File: src/ocu_cfg.svh
// Constants of the timer output compare unit.
// Assumes inclusion by the package and by the unit itself.
`ifndef OCU_CFG_SVH
`define OCU_CFG_SVH

// Channel count and widths
`define OCU_NCH 3
`define OCU_CW 16
`define OCU_DW 8
`define OCU_AW 5

// Register byte offsets
`define OCU_ADDR_ACTION 5'h00
`define OCU_ADDR_MODE 5'h01
`define OCU_ADDR_FORCE 5'h02
`define OCU_ADDR_IRQ_EN 5'h03
`define OCU_ADDR_FLAGS 5'h04
`define OCU_ADDR_STATE 5'h05
`define OCU_ADDR_CMP_BASE 5'h08

// Field positions
`define OCU_ACTION_LSB(ch) (6 - 2 * (ch))
`define OCU_MODE_W 4

// Reset values
`define OCU_RST_BYTE 8'h00
`define OCU_RST_WORD 16'h0000
`define OCU_RST_MODE 4'h0
`define OCU_RST_ACTION 2'h0

// Waveform modes
`define OCU_WGM_NORMAL 4'h0
`define OCU_WGM_PC8 4'h1
`define OCU_WGM_PC9 4'h2
`define OCU_WGM_PC10 4'h3
`define OCU_WGM_CTC_A 4'h4
`define OCU_WGM_FAST8 4'h5
`define OCU_WGM_FAST9 4'h6
`define OCU_WGM_FAST10 4'h7
`define OCU_WGM_PFC_CAP 4'h8
`define OCU_WGM_PFC_A 4'h9
`define OCU_WGM_PC_CAP 4'hA
`define OCU_WGM_PC_A 4'hB
`define OCU_WGM_CTC_CAP 4'hC
`define OCU_WGM_RESERVED 4'hD
`define OCU_WGM_FAST_CAP 4'hE
`define OCU_WGM_FAST_A 4'hF

// Output actions
`define OCU_ACT_NONE 2'h0
`define OCU_ACT_TOGGLE 2'h1
`define OCU_ACT_CLEAR 2'h2
`define OCU_ACT_SET 2'h3

`endif

File: src/ocu_pkg.sv
// Types of the timer output compare unit.
// Assumes ocu_cfg.svh is on the include path.
`include "ocu_cfg.svh"

package ocu_pkg;

  typedef logic [`OCU_CW-1:0] word_t;
  typedef logic [`OCU_DW-1:0] byte_t;
  typedef logic [`OCU_NCH-1:0] chmask_t;

  // Register port request
  typedef struct packed {
    logic [`OCU_AW-1:0] addr;
    byte_t wdata;
    logic wr;
    logic rd;
  } bus_req_t;

  // Counter status from the timer core
  typedef struct packed {
    word_t value;
    logic tick;
    logic top;
    logic bottom;
    logic count_down;
    logic written;
  } cnt_status_t;

  // Whole unit state
  typedef struct packed {
    word_t [`OCU_NCH-1:0] cmp;
    word_t [`OCU_NCH-1:0] buffer;
    byte_t latch;
    logic [`OCU_NCH-1:0][1:0] action;
    logic [`OCU_MODE_W-1:0] mode;
    chmask_t irq_en;
    chmask_t flag;
    chmask_t pend;
    chmask_t state;
    logic block;
    byte_t rdata;
  } ocu_state_t;

endpackage

File: src/ocu_compare_unit.sv
// Output compare channels of a 16-bit timer, with 8-bit register port.
// Assumes counter sequencing and prescaling live in the timer core, same clock.
//
// Our own choices: the plain strobed port and the address map.
`timescale 1ns/1ns
`include "ocu_cfg.svh"

module ocu_compare_unit
  import ocu_pkg::*;
(
  input wire logic clk,
  input wire logic resetn,
  input wire bus_req_t bus_req,
  output byte_t bus_rdata,
  input wire cnt_status_t cnt,
  input wire chmask_t irq_ack,
  output chmask_t irq_req,
  output word_t top_from_a,
  output logic a_defines_top,
  input wire chmask_t port_data,
  input wire chmask_t pin_direction_bit,
  output chmask_t pin_out,
  output chmask_t pin_oe
);

  // ********************************************************
  // Mode decoding
  // ********************************************************

  function automatic logic is_pwm(input logic [`OCU_MODE_W-1:0] m);
    is_pwm = !(m == `OCU_WGM_NORMAL || m == `OCU_WGM_CTC_A ||
               m == `OCU_WGM_CTC_CAP || m == `OCU_WGM_RESERVED);
  endfunction

  function automatic logic is_fast(input logic [`OCU_MODE_W-1:0] m);
    is_fast = (m == `OCU_WGM_FAST8 || m == `OCU_WGM_FAST9 || m == `OCU_WGM_FAST10 ||
               m == `OCU_WGM_FAST_CAP || m == `OCU_WGM_FAST_A);
  endfunction

  function automatic logic loads_at_bottom(input logic [`OCU_MODE_W-1:0] m);
    loads_at_bottom = (m == `OCU_WGM_PFC_CAP || m == `OCU_WGM_PFC_A);
  endfunction

  // Non-PWM action applied on match or force
  function automatic logic plain_action(input logic [1:0] act, input logic cur);
    case (act)
      `OCU_ACT_TOGGLE: plain_action = !cur;
      `OCU_ACT_CLEAR: plain_action = 1'b0;
      `OCU_ACT_SET: plain_action = 1'b1;
      default: plain_action = cur;
    endcase
  endfunction

  // ********************************************************
  // State
  // ********************************************************

  ocu_state_t st_r;
  ocu_state_t st_nxt;
  logic pwm;
  logic db_on;
  logic load_pt;
  logic [`OCU_NCH-1:0] match;
  logic [`OCU_AW-1:0] cmp_off;
  logic [`OCU_AW-1:0] ch_idx;
  logic cmp_hit;
  word_t cpu_word;

  assign pwm = is_pwm(st_r.mode);
  assign db_on = pwm;
  assign load_pt = cnt.tick && (loads_at_bottom(st_r.mode) ? cnt.bottom : cnt.top);

  always_comb begin
    for (int c = 0; c < `OCU_NCH; c++) begin
      match[c] = cnt.tick && !st_r.block && (cnt.value == st_r.cmp[c]);
    end
  end

  assign cmp_off = bus_req.addr - `OCU_ADDR_CMP_BASE;
  assign ch_idx = {1'b0, cmp_off[`OCU_AW-1:1]};
  assign cmp_hit = (bus_req.addr >= `OCU_ADDR_CMP_BASE) && (ch_idx < `OCU_AW'(`OCU_NCH));
  assign cpu_word = db_on ? st_r.buffer[ch_idx] : st_r.cmp[ch_idx];

  always_comb begin
    st_nxt = st_r;
    // Match blocking lasts until the next tick, even if stopped
    if (cnt.written) begin
      st_nxt.block = 1'b1;
    end else if (cnt.tick) begin
      st_nxt.block = 1'b0;
    end

    // ********************************************************
    // Compare registers and double buffer
    // ********************************************************
    for (int c = 0; c < `OCU_NCH; c++) begin
      if (!db_on) begin
        st_nxt.buffer[c] = st_r.cmp[c];
      end else if (load_pt) begin
        st_nxt.cmp[c] = st_r.buffer[c];
      end
    end

    // ********************************************************
    // Flags and output state
    // ********************************************************
    for (int c = 0; c < `OCU_NCH; c++) begin
      if (cnt.tick) begin
        st_nxt.pend[c] = match[c];
      end
      if (irq_ack[c]) begin
        st_nxt.flag[c] = 1'b0;
      end
      if (st_r.action[c] != `OCU_ACT_NONE) begin
        if (!pwm) begin
          if (match[c]) begin
            st_nxt.state[c] = plain_action(st_r.action[c], st_r.state[c]);
          end
        end else if (is_fast(st_r.mode)) begin
          if (st_r.action[c][1] && cnt.tick && cnt.top) begin
            st_nxt.state[c] = st_r.action[c][0];
          end else if (st_r.action[c][1] && match[c]) begin
            st_nxt.state[c] = !st_r.action[c][0];
          end
        end else if (st_r.action[c][1] && match[c]) begin
          // Dual slope: level depends on direction, inverted by low bit
          st_nxt.state[c] = cnt.count_down ^ st_r.action[c][0];
        end
      end
    end

    // ********************************************************
    // Register writes
    // ********************************************************
    st_nxt.rdata = `OCU_RST_BYTE;
    if (bus_req.wr) begin
      case (bus_req.addr)
        `OCU_ADDR_ACTION: begin
          for (int c = 0; c < `OCU_NCH; c++) begin
            st_nxt.action[c] = bus_req.wdata[`OCU_ACTION_LSB(c) +: 2];
          end
        end
        `OCU_ADDR_MODE: begin
          st_nxt.mode = bus_req.wdata[`OCU_MODE_W-1:0];
        end
        `OCU_ADDR_FORCE: begin
          if (!pwm) begin
            for (int c = 0; c < `OCU_NCH; c++) begin
              if (bus_req.wdata[c]) begin
                st_nxt.state[c] = plain_action(st_r.action[c], st_r.state[c]);
              end
            end
          end
        end
        `OCU_ADDR_IRQ_EN: begin
          st_nxt.irq_en = bus_req.wdata[`OCU_NCH-1:0];
        end
        `OCU_ADDR_FLAGS: begin
          st_nxt.flag = st_nxt.flag & ~bus_req.wdata[`OCU_NCH-1:0];
        end
        default: begin
          if (cmp_hit) begin
            if (cmp_off[0]) begin
              st_nxt.latch = bus_req.wdata;
            end else if (db_on) begin
              st_nxt.buffer[ch_idx] = {st_r.latch, bus_req.wdata};
            end else begin
              st_nxt.cmp[ch_idx] = {st_r.latch, bus_req.wdata};
              st_nxt.buffer[ch_idx] = {st_r.latch, bus_req.wdata};
            end
          end
        end
      endcase
    end

    // Hardware set wins over any clear in the same cycle
    for (int c = 0; c < `OCU_NCH; c++) begin
      if (cnt.tick && st_r.pend[c]) begin
        st_nxt.flag[c] = 1'b1;
      end
    end

    // ********************************************************
    // Register reads
    // ********************************************************
    if (bus_req.rd) begin
      case (bus_req.addr)
        `OCU_ADDR_ACTION: begin
          for (int c = 0; c < `OCU_NCH; c++) begin
            st_nxt.rdata[`OCU_ACTION_LSB(c) +: 2] = st_r.action[c];
          end
        end
        `OCU_ADDR_MODE: st_nxt.rdata[`OCU_MODE_W-1:0] = st_r.mode;
        `OCU_ADDR_IRQ_EN: st_nxt.rdata[`OCU_NCH-1:0] = st_r.irq_en;
        `OCU_ADDR_FLAGS: st_nxt.rdata[`OCU_NCH-1:0] = st_r.flag;
        `OCU_ADDR_STATE: st_nxt.rdata[`OCU_NCH-1:0] = st_r.state;
        default: begin
          // Force register reads as zero here too
          if (cmp_hit) begin
            if (cmp_off[0]) begin
              st_nxt.rdata = cpu_word[`OCU_CW-1:`OCU_DW];
            end else begin
              st_nxt.rdata = cpu_word[`OCU_DW-1:0];
            end
          end
        end
      endcase
    end
  end

  always_ff @(posedge clk or negedge resetn) begin
    if (!resetn) begin
      st_r <= '0;
    end else begin
      st_r <= st_nxt;
    end
  end

  // ********************************************************
  // Outputs
  // ********************************************************

  assign bus_rdata = st_r.rdata;
  assign irq_req = st_r.flag & st_r.irq_en;
  assign top_from_a = st_r.cmp[0];
  assign a_defines_top = (st_r.mode == `OCU_WGM_CTC_A || st_r.mode == `OCU_WGM_PFC_A ||
                          st_r.mode == `OCU_WGM_PC_A || st_r.mode == `OCU_WGM_FAST_A);

  always_comb begin
    for (int c = 0; c < `OCU_NCH; c++) begin
      pin_out[c] = (st_r.action[c] != `OCU_ACT_NONE) ? st_r.state[c] : port_data[c];
    end
  end

  assign pin_oe = pin_direction_bit;

endmodule

File: config.mk
export PLATFORM = sky130hd
export DESIGN_NAME = ocu_compare_unit
export DESIGN_NICKNAME = d
export VERILOG_FILES = /design/src/ocu_pkg.sv /design/src/ocu_compare_unit.sv
export VERILOG_INCLUDE_DIRS = /design/src
export SDC_FILE = /design/constraint.sdc
export NUM_CORES = 1
export LEC_CHECK = 0
export ABC_AREA = 1
export BUFFER_PORTS_ARGS = -buffer_cell sky130_fd_sc_hd__buf_2
export CAP_MARGIN = 30
export CORE_ASPECT_RATIO = 0.7
export CORE_UTILIZATION = 50
export DETAILED_ROUTE_END_ITERATION = 12
export PLACE_DENSITY = 0.72
export SLEW_MARGIN = 0
export SYNTH_ARGS = -nofsm -noshare
export SYNTH_HDL_FRONTEND = slang
export SYNTH_SLANG_ARGS = --single-unit
File: constraint.sdc
create_clock -name clk -period 1.61 [get_ports clk]
set_input_delay 0.161 -clock clk [delete_from_list [all_inputs] [get_ports clk]]
set_output_delay 0.161 -clock clk [all_outputs]
set_load 0.01 [all_outputs]
# Yosys cells after proc, flatten, opt, wreduce, memory -nomap -nowiden
# Cells that the tools add are included.
[op_classes]
n_addsub = 1
n_lt_le_gt_ge = 4
eq_ne = 28
muxes = 77
n_bitwise = 7
n_reduce_logical = 50
[op_table]
columns = ["operator", "count"]
rows = [
  ["2-to-1 mux 104 bit", 2],
  ["2-to-1 mux 16 bit", 13],
  ["2-to-1 mux 120 bit", 1],
  ["bitwise mux 48 bit", 2],
  ["2-to-1 mux 96 bit", 1],
  ["binary-select mux 16 bit (select 2 bit)", 2],
  ["equality test 16 bit", 3],
  ["2-to-1 mux 48 bit", 1],
  ["2-to-1 mux 1 bit", 36],
  ["demux 16 bit (select 2 bit)", 1],
  ["2-to-1 mux 8 bit", 4],
  ["equality test 4 bit, second input constant", 7],
  ["logical AND 1 bit", 19],
  ["equality test 4 x 3 -> 1 bit, second input constant", 4],
  ["2-to-1 mux 3 bit", 5],
  ["equality test 2 bit, second input constant", 6],
  ["one-hot mux 1 bit (3 select lines)", 4],
  ["logical OR 1 bit", 11],
  ["equality test 5 x 2 -> 1 bit, second input constant", 2],
  ["equality test 5 x 3 -> 1 bit, second input constant", 2],
  ["one-hot mux 2 bit (5 select lines)", 1],
  ["one-hot mux 4 bit (2 select lines)", 1],
  ["nonzero test 2 bit", 4],
  ["logical NOT 1 bit", 7],
  ["21 further kinds", 28],
]
[word_totals]
register_bits = 135
input_bits = 47
out_inout_bits = 34

# Logic depth before layout (Yosys ltp)
[logic_depth]
depth_word = 13
depth_mapped = 14

# Worst setup path before layout
# No wires, ideal clock.
[synth_path]
path_type = "register to register"
startpoint = "register st_r[23] in the netlist's numbering"
endpoint = "register st_r[120] in the netlist's numbering"
setup_time_ns = 0.124
arrival_ns = 1.533
required_ns = 1.486
setup_slack_ns = -0.047
stages_incl_launch_ff = 10
path_buffers = 2
period_less_slack_ns = 1.657
path_cell_list = "dfrtp_1 -> nor2_4 -> nand2_2 -> mux2i_1 -> nor3_2 -> buf_4 -> buf_4 -> nand2_1 -> o21ai_0 -> o21ai_1"
[synth_rtl]
columns = ["item", "line", "source"]
rows = [
  ["from (decl)", "ocu_compare_unit.sv:58", "ocu_state_t st_r;"],
  ["from (signal assigned)", "ocu_compare_unit.sv:215", "st_r <= st_nxt;"],
]

==> run summary <==
Yosys instantiated no cell more often than sky130_fd_sc_hd__nand2_1. The antenna cell count came out at 0. The number of global-route vias before repair came out at 8,961. The I/O pin count came out at 81. The number of nets in the synthesized netlist is 1,350.

In the synthesized netlist the async set-or-reset flop fraction comes to 100%. The synthesis warning total is 0. A synthesized cell averages 6.70 um^2.

Setup repair after global routing could not meet its margin everywhere. The area added between synthesis and finish came out at 35.1%. The number of slew-limit violations in the final report is 0. The synthesis-stage register bit count came out at 135. The count of nets after finishing is 1,549. The power density over the cells came out at 1600 mW/mm^2. Once detail routing completed, the nets flagged for antenna violations numbered 0. Ranked by instance count, the synthesized netlist is headed by sky130_fd_sc_hd__nand2_1, sky130_fd_sc_hd__o21ai_0, sky130_fd_sc_hd__inv_1, sky130_fd_sc_hd__dfrtp_1, sky130_fd_sc_hd__nor2_1. The maximum number of pins on one net before global-route repair is 49.

The area of placed instances is 0.0101 mm^2. The number of antenna violations at the first check in global routing came out at 1. The biggest fanout along the worst timing path is 11.

The tool flagged a number of max-cap violations equal to 0. Among all flip-flop cells after synthesis, the most frequent one is sky130_fd_sc_hd__dfrtp_1. The number of distinct standard cells referenced by the synthesized netlist came out at 38. In the final routed layout, each cell accounts on average for 19.4 um.

Counting flops with a built-in enable in the synthesized netlist gives 0. Routability-driven placement finished with a final weighted congestion of 0.983. The number of filler instances in the final layout came out at 1,361.

The final number of setup-violating endpoints came out at 88. The tightest min-delay check is of the in2reg type. The flow ran to the end, but the final reports show violations. The total power consumption of the routed design came out at 18.9 mW. The top-area cell type share of the netlist area came out at 38.7%. The worst-case vdd ir drop came out at 0.800 mV. The final standard cell area without fillers is 0.0118 mm^2. The area taken by flip-flops and latches came out at 0.00338 mm^2. At the later pin of the worst-skew pair, clock insertion delay measures 0.43 ns. The clock transition at the register clock pins on the worst setup and hold paths after CTS came out at 0.06 ns. The count of clock tree sinks is 135. The most critical setup path has its startpoint at st_r[24]$_DFFE_PN0P_. Across all layers, the routed design uses 10.1k vias.

The data arrival time at the worst-slack endpoint came out at 2.31 ns. The sort of element at the start of the critical path is a register. The DRC violation count after routing is 0.

After synthesis, the cell types taking the most area are sky130_fd_sc_hd__dfrtp_1, sky130_fd_sc_hd__nand2_1, sky130_fd_sc_hd__o21ai_0, sky130_fd_sc_hd__inv_1, sky130_fd_sc_hd__nor2_1. The utilization of the core after routing came out at 68.9%. The total number of placement rows is 40. TritonCTS built the clock tree.

The worst setup path is captured at a register. The maximum root-to-sink buffer count is 2. The number of DRC violations after detailed-routing iteration 0 came out at 1,536. The classification of the worst setup path is reg2reg. The smallest setup slack after layout is -0.352 ns. The pin slew with the least headroom to its limit came out at 0.535 ns. The routed design could run at a clock period as short as 1.96 ns. The worst setup skew after layout is 0.00835 ns. The multi-input combinational cells in the finished layout cover a total of 0.00462 mm^2.

The highest achievable clock rate came out at 510 MHz. The startpoint identified for the worst hold timing path is bus_req[0]. The die covers 0.0180 mm^2. The cell taking the most area after synthesis is sky130_fd_sc_hd__dfrtp_1. The fraction of layout cells with a size suffix above 1 came out at 25.7%. STA puts the critical path data required time at 1.96 ns. The combined area of all synthesized cells came out at 0.00873 mm^2.

The sum of net half-perimeters after detailed placement came out at 21,600 um. The global-route congestion overflow total came out at 0. From left edge to right edge, the die measures 160 um. In this run, CTS created clock tree buffers numbering 17. The placeable core region came out at 0.0171 mm^2. The number of port buffers is 74. The number of iterations in the first detailed-routing pass came out at 7. The tree is rooted in a sky130_fd_sc_hd__clkbuf_16. In this run the vertical extent of the chip is 113 um. The starting density of the core came out at 51.0%. The via density per instance came out at 5.79. The startpoint identified for the worst register-to-register timing path is st_r[24]$_DFFE_PN0P_. In this run the number of H-tree levels came out at 4. Synthesis produced a netlist whose cell count is 1,303.

Final hold analysis gives a worst-case slack of 0.0389 ns. The final wirelength came out at 34,000 um. The post-synthesis sequential area ratio came out at 38.7%. The number of hold violations in the final report came out at 0. The standby leakage power came out at 5.84 nW. In the global route stage, overall resource usage came out at 35.9%.

The share of the clock period used by the worst path after layout came out at 122%. The checks that failed: negative setup slack. Headroom to the max-slew limit came out at 64.3%. The first global-routing pass estimated 49,100 um of wire.
flip-flops by register name, summed over array words and instances, names as in the netlist:
name,flops
st_r,111
top_from_a,16
bus_rdata,8
timing repair:
| item | in CTS | in global routing |
|---|---|---|
| buffers inserted | 13 | 18 |
| endpoints found under the setup margin | 76 | 102 |
| hold buffers | 12 | 0 |
| endpoints found under the hold margin | 78 | 0 |
| cloned | 7 | 7 |
| pin swaps | 11 | 20 |
| resized for setup | 79 | 115 |
logic make-up (layout without fill, tap and decap cells):
| group | count (synthesis) | in the layout | synth area share, % |
|---|---|---|---|
| AO/OA/AOI/OAI | 311 | 311 | 19.4 |
| XOR/XNOR | 20 | 20 | 2.01 |
| buffers and inverters | 252 | 463 | 12.8 |
| flip-flops | 135 | 135 | 38.7 |
| multiplexers | 1 | 1 | 0.115 |
| AND/OR/NAND/NOR | 584 | 585 | 26.9 |
layout by cell type (no fill, tap or decap), types with 23 or more instances in the layout:
cell	netlist	routed
sky130_fd_sc_hd__buf_4	32	135
sky130_fd_sc_hd__nand2_2	4	24
sky130_fd_sc_hd__nand2_1	431	407
sky130_fd_sc_hd__dfrtp_1	135	131
sky130_fd_sc_hd__buf_2	18	73
sky130_fd_sc_hd__o21ai_0	177	122
sky130_fd_sc_hd__nor2_1	79	60
sky130_fd_sc_hd__inv_1	162	158
sky130_fd_sc_hd__o21ai_1	58	91
sky130_fd_sc_hd__clkbuf_16	0	23
sky130_fd_sc_hd__nand3_1	41	39
routing by layer:
metal / share of wire, % / up-vias / global-route usage, %
met1: 42 / 4712 / 52.0
met2: 42 / 688 / 53.1
met4: 4.2 / 2 / 12.6
met5: 0.032 / - / 0
li1: - / 4571 / -
met3: 12 / 134 / 7.35
where the power goes:
group	total (mW)	internal (mW)	switching, mW
clock	3.70	2.12	1.58
combinational	9.29	4.10	5.19
sequential	5.90	4.68	1.22
critical path, stage by stage, from the launching register on:
cell                       delay (ns)
sky130_fd_sc_hd__dfrtp_1         0.39
sky130_fd_sc_hd__inv_2           0.13
sky130_fd_sc_hd__nor2_4          0.06
sky130_fd_sc_hd__buf_12          0.13
sky130_fd_sc_hd__nor2_8          0.18
sky130_fd_sc_hd__inv_6           0.10
sky130_fd_sc_hd__buf_12          0.16
sky130_fd_sc_hd__buf_6           0.13
sky130_fd_sc_hd__o211ai_2        0.17
sky130_fd_sc_hd__o211ai_1        0.18
sky130_fd_sc_hd__a21oi_2         0.23
through the flow:
| step | setup TNS [ns] | cells | setup slack (ns) |
|---|---|---|---|
| after floorplan | -1.59 | 1303 | -0.0469 |
| after global placement | -10.01 | 1660 | -0.236 |
| after detailed placement | -13.55 | 1660 | -0.282 |
| after CTS | -12.76 | 1724 | -0.249 |
| after global routing | -25.99 | 1746 | -0.431 |
| final | -19.30 | 1746 | -0.352 |
area by class of cell:
class	instances	area share [%]
Multi-Input combinational cell	917	39.1
Tap cell	231	2.45
Inverter	168	5.39
Clock inverter	12	0.901
Sequential cell	135	28.7
Timing Repair Buffer	263	19.7
Clock buffer	20	3.70
final timing paths:
path	cells past startpoint	end	slack, ns
max in group asynchronous	3	top_from_a[0]$_DFF_PN0_	0.78
hold reg to reg	2	st_r[8]$_DFFE_PN0P_	0.51
setup / recovery	10	bus_rdata[0]$_DFF_PN0_	-0.35
min in group asynchronous	2	top_from_a[4]$_DFF_PN0_	0.20
hold / removal	3	bus_rdata[3]$_DFF_PN0_	0.04
setup reg to reg	10	bus_rdata[0]$_DFF_PN0_	-0.35
Power figures use the tool's default switching activity.
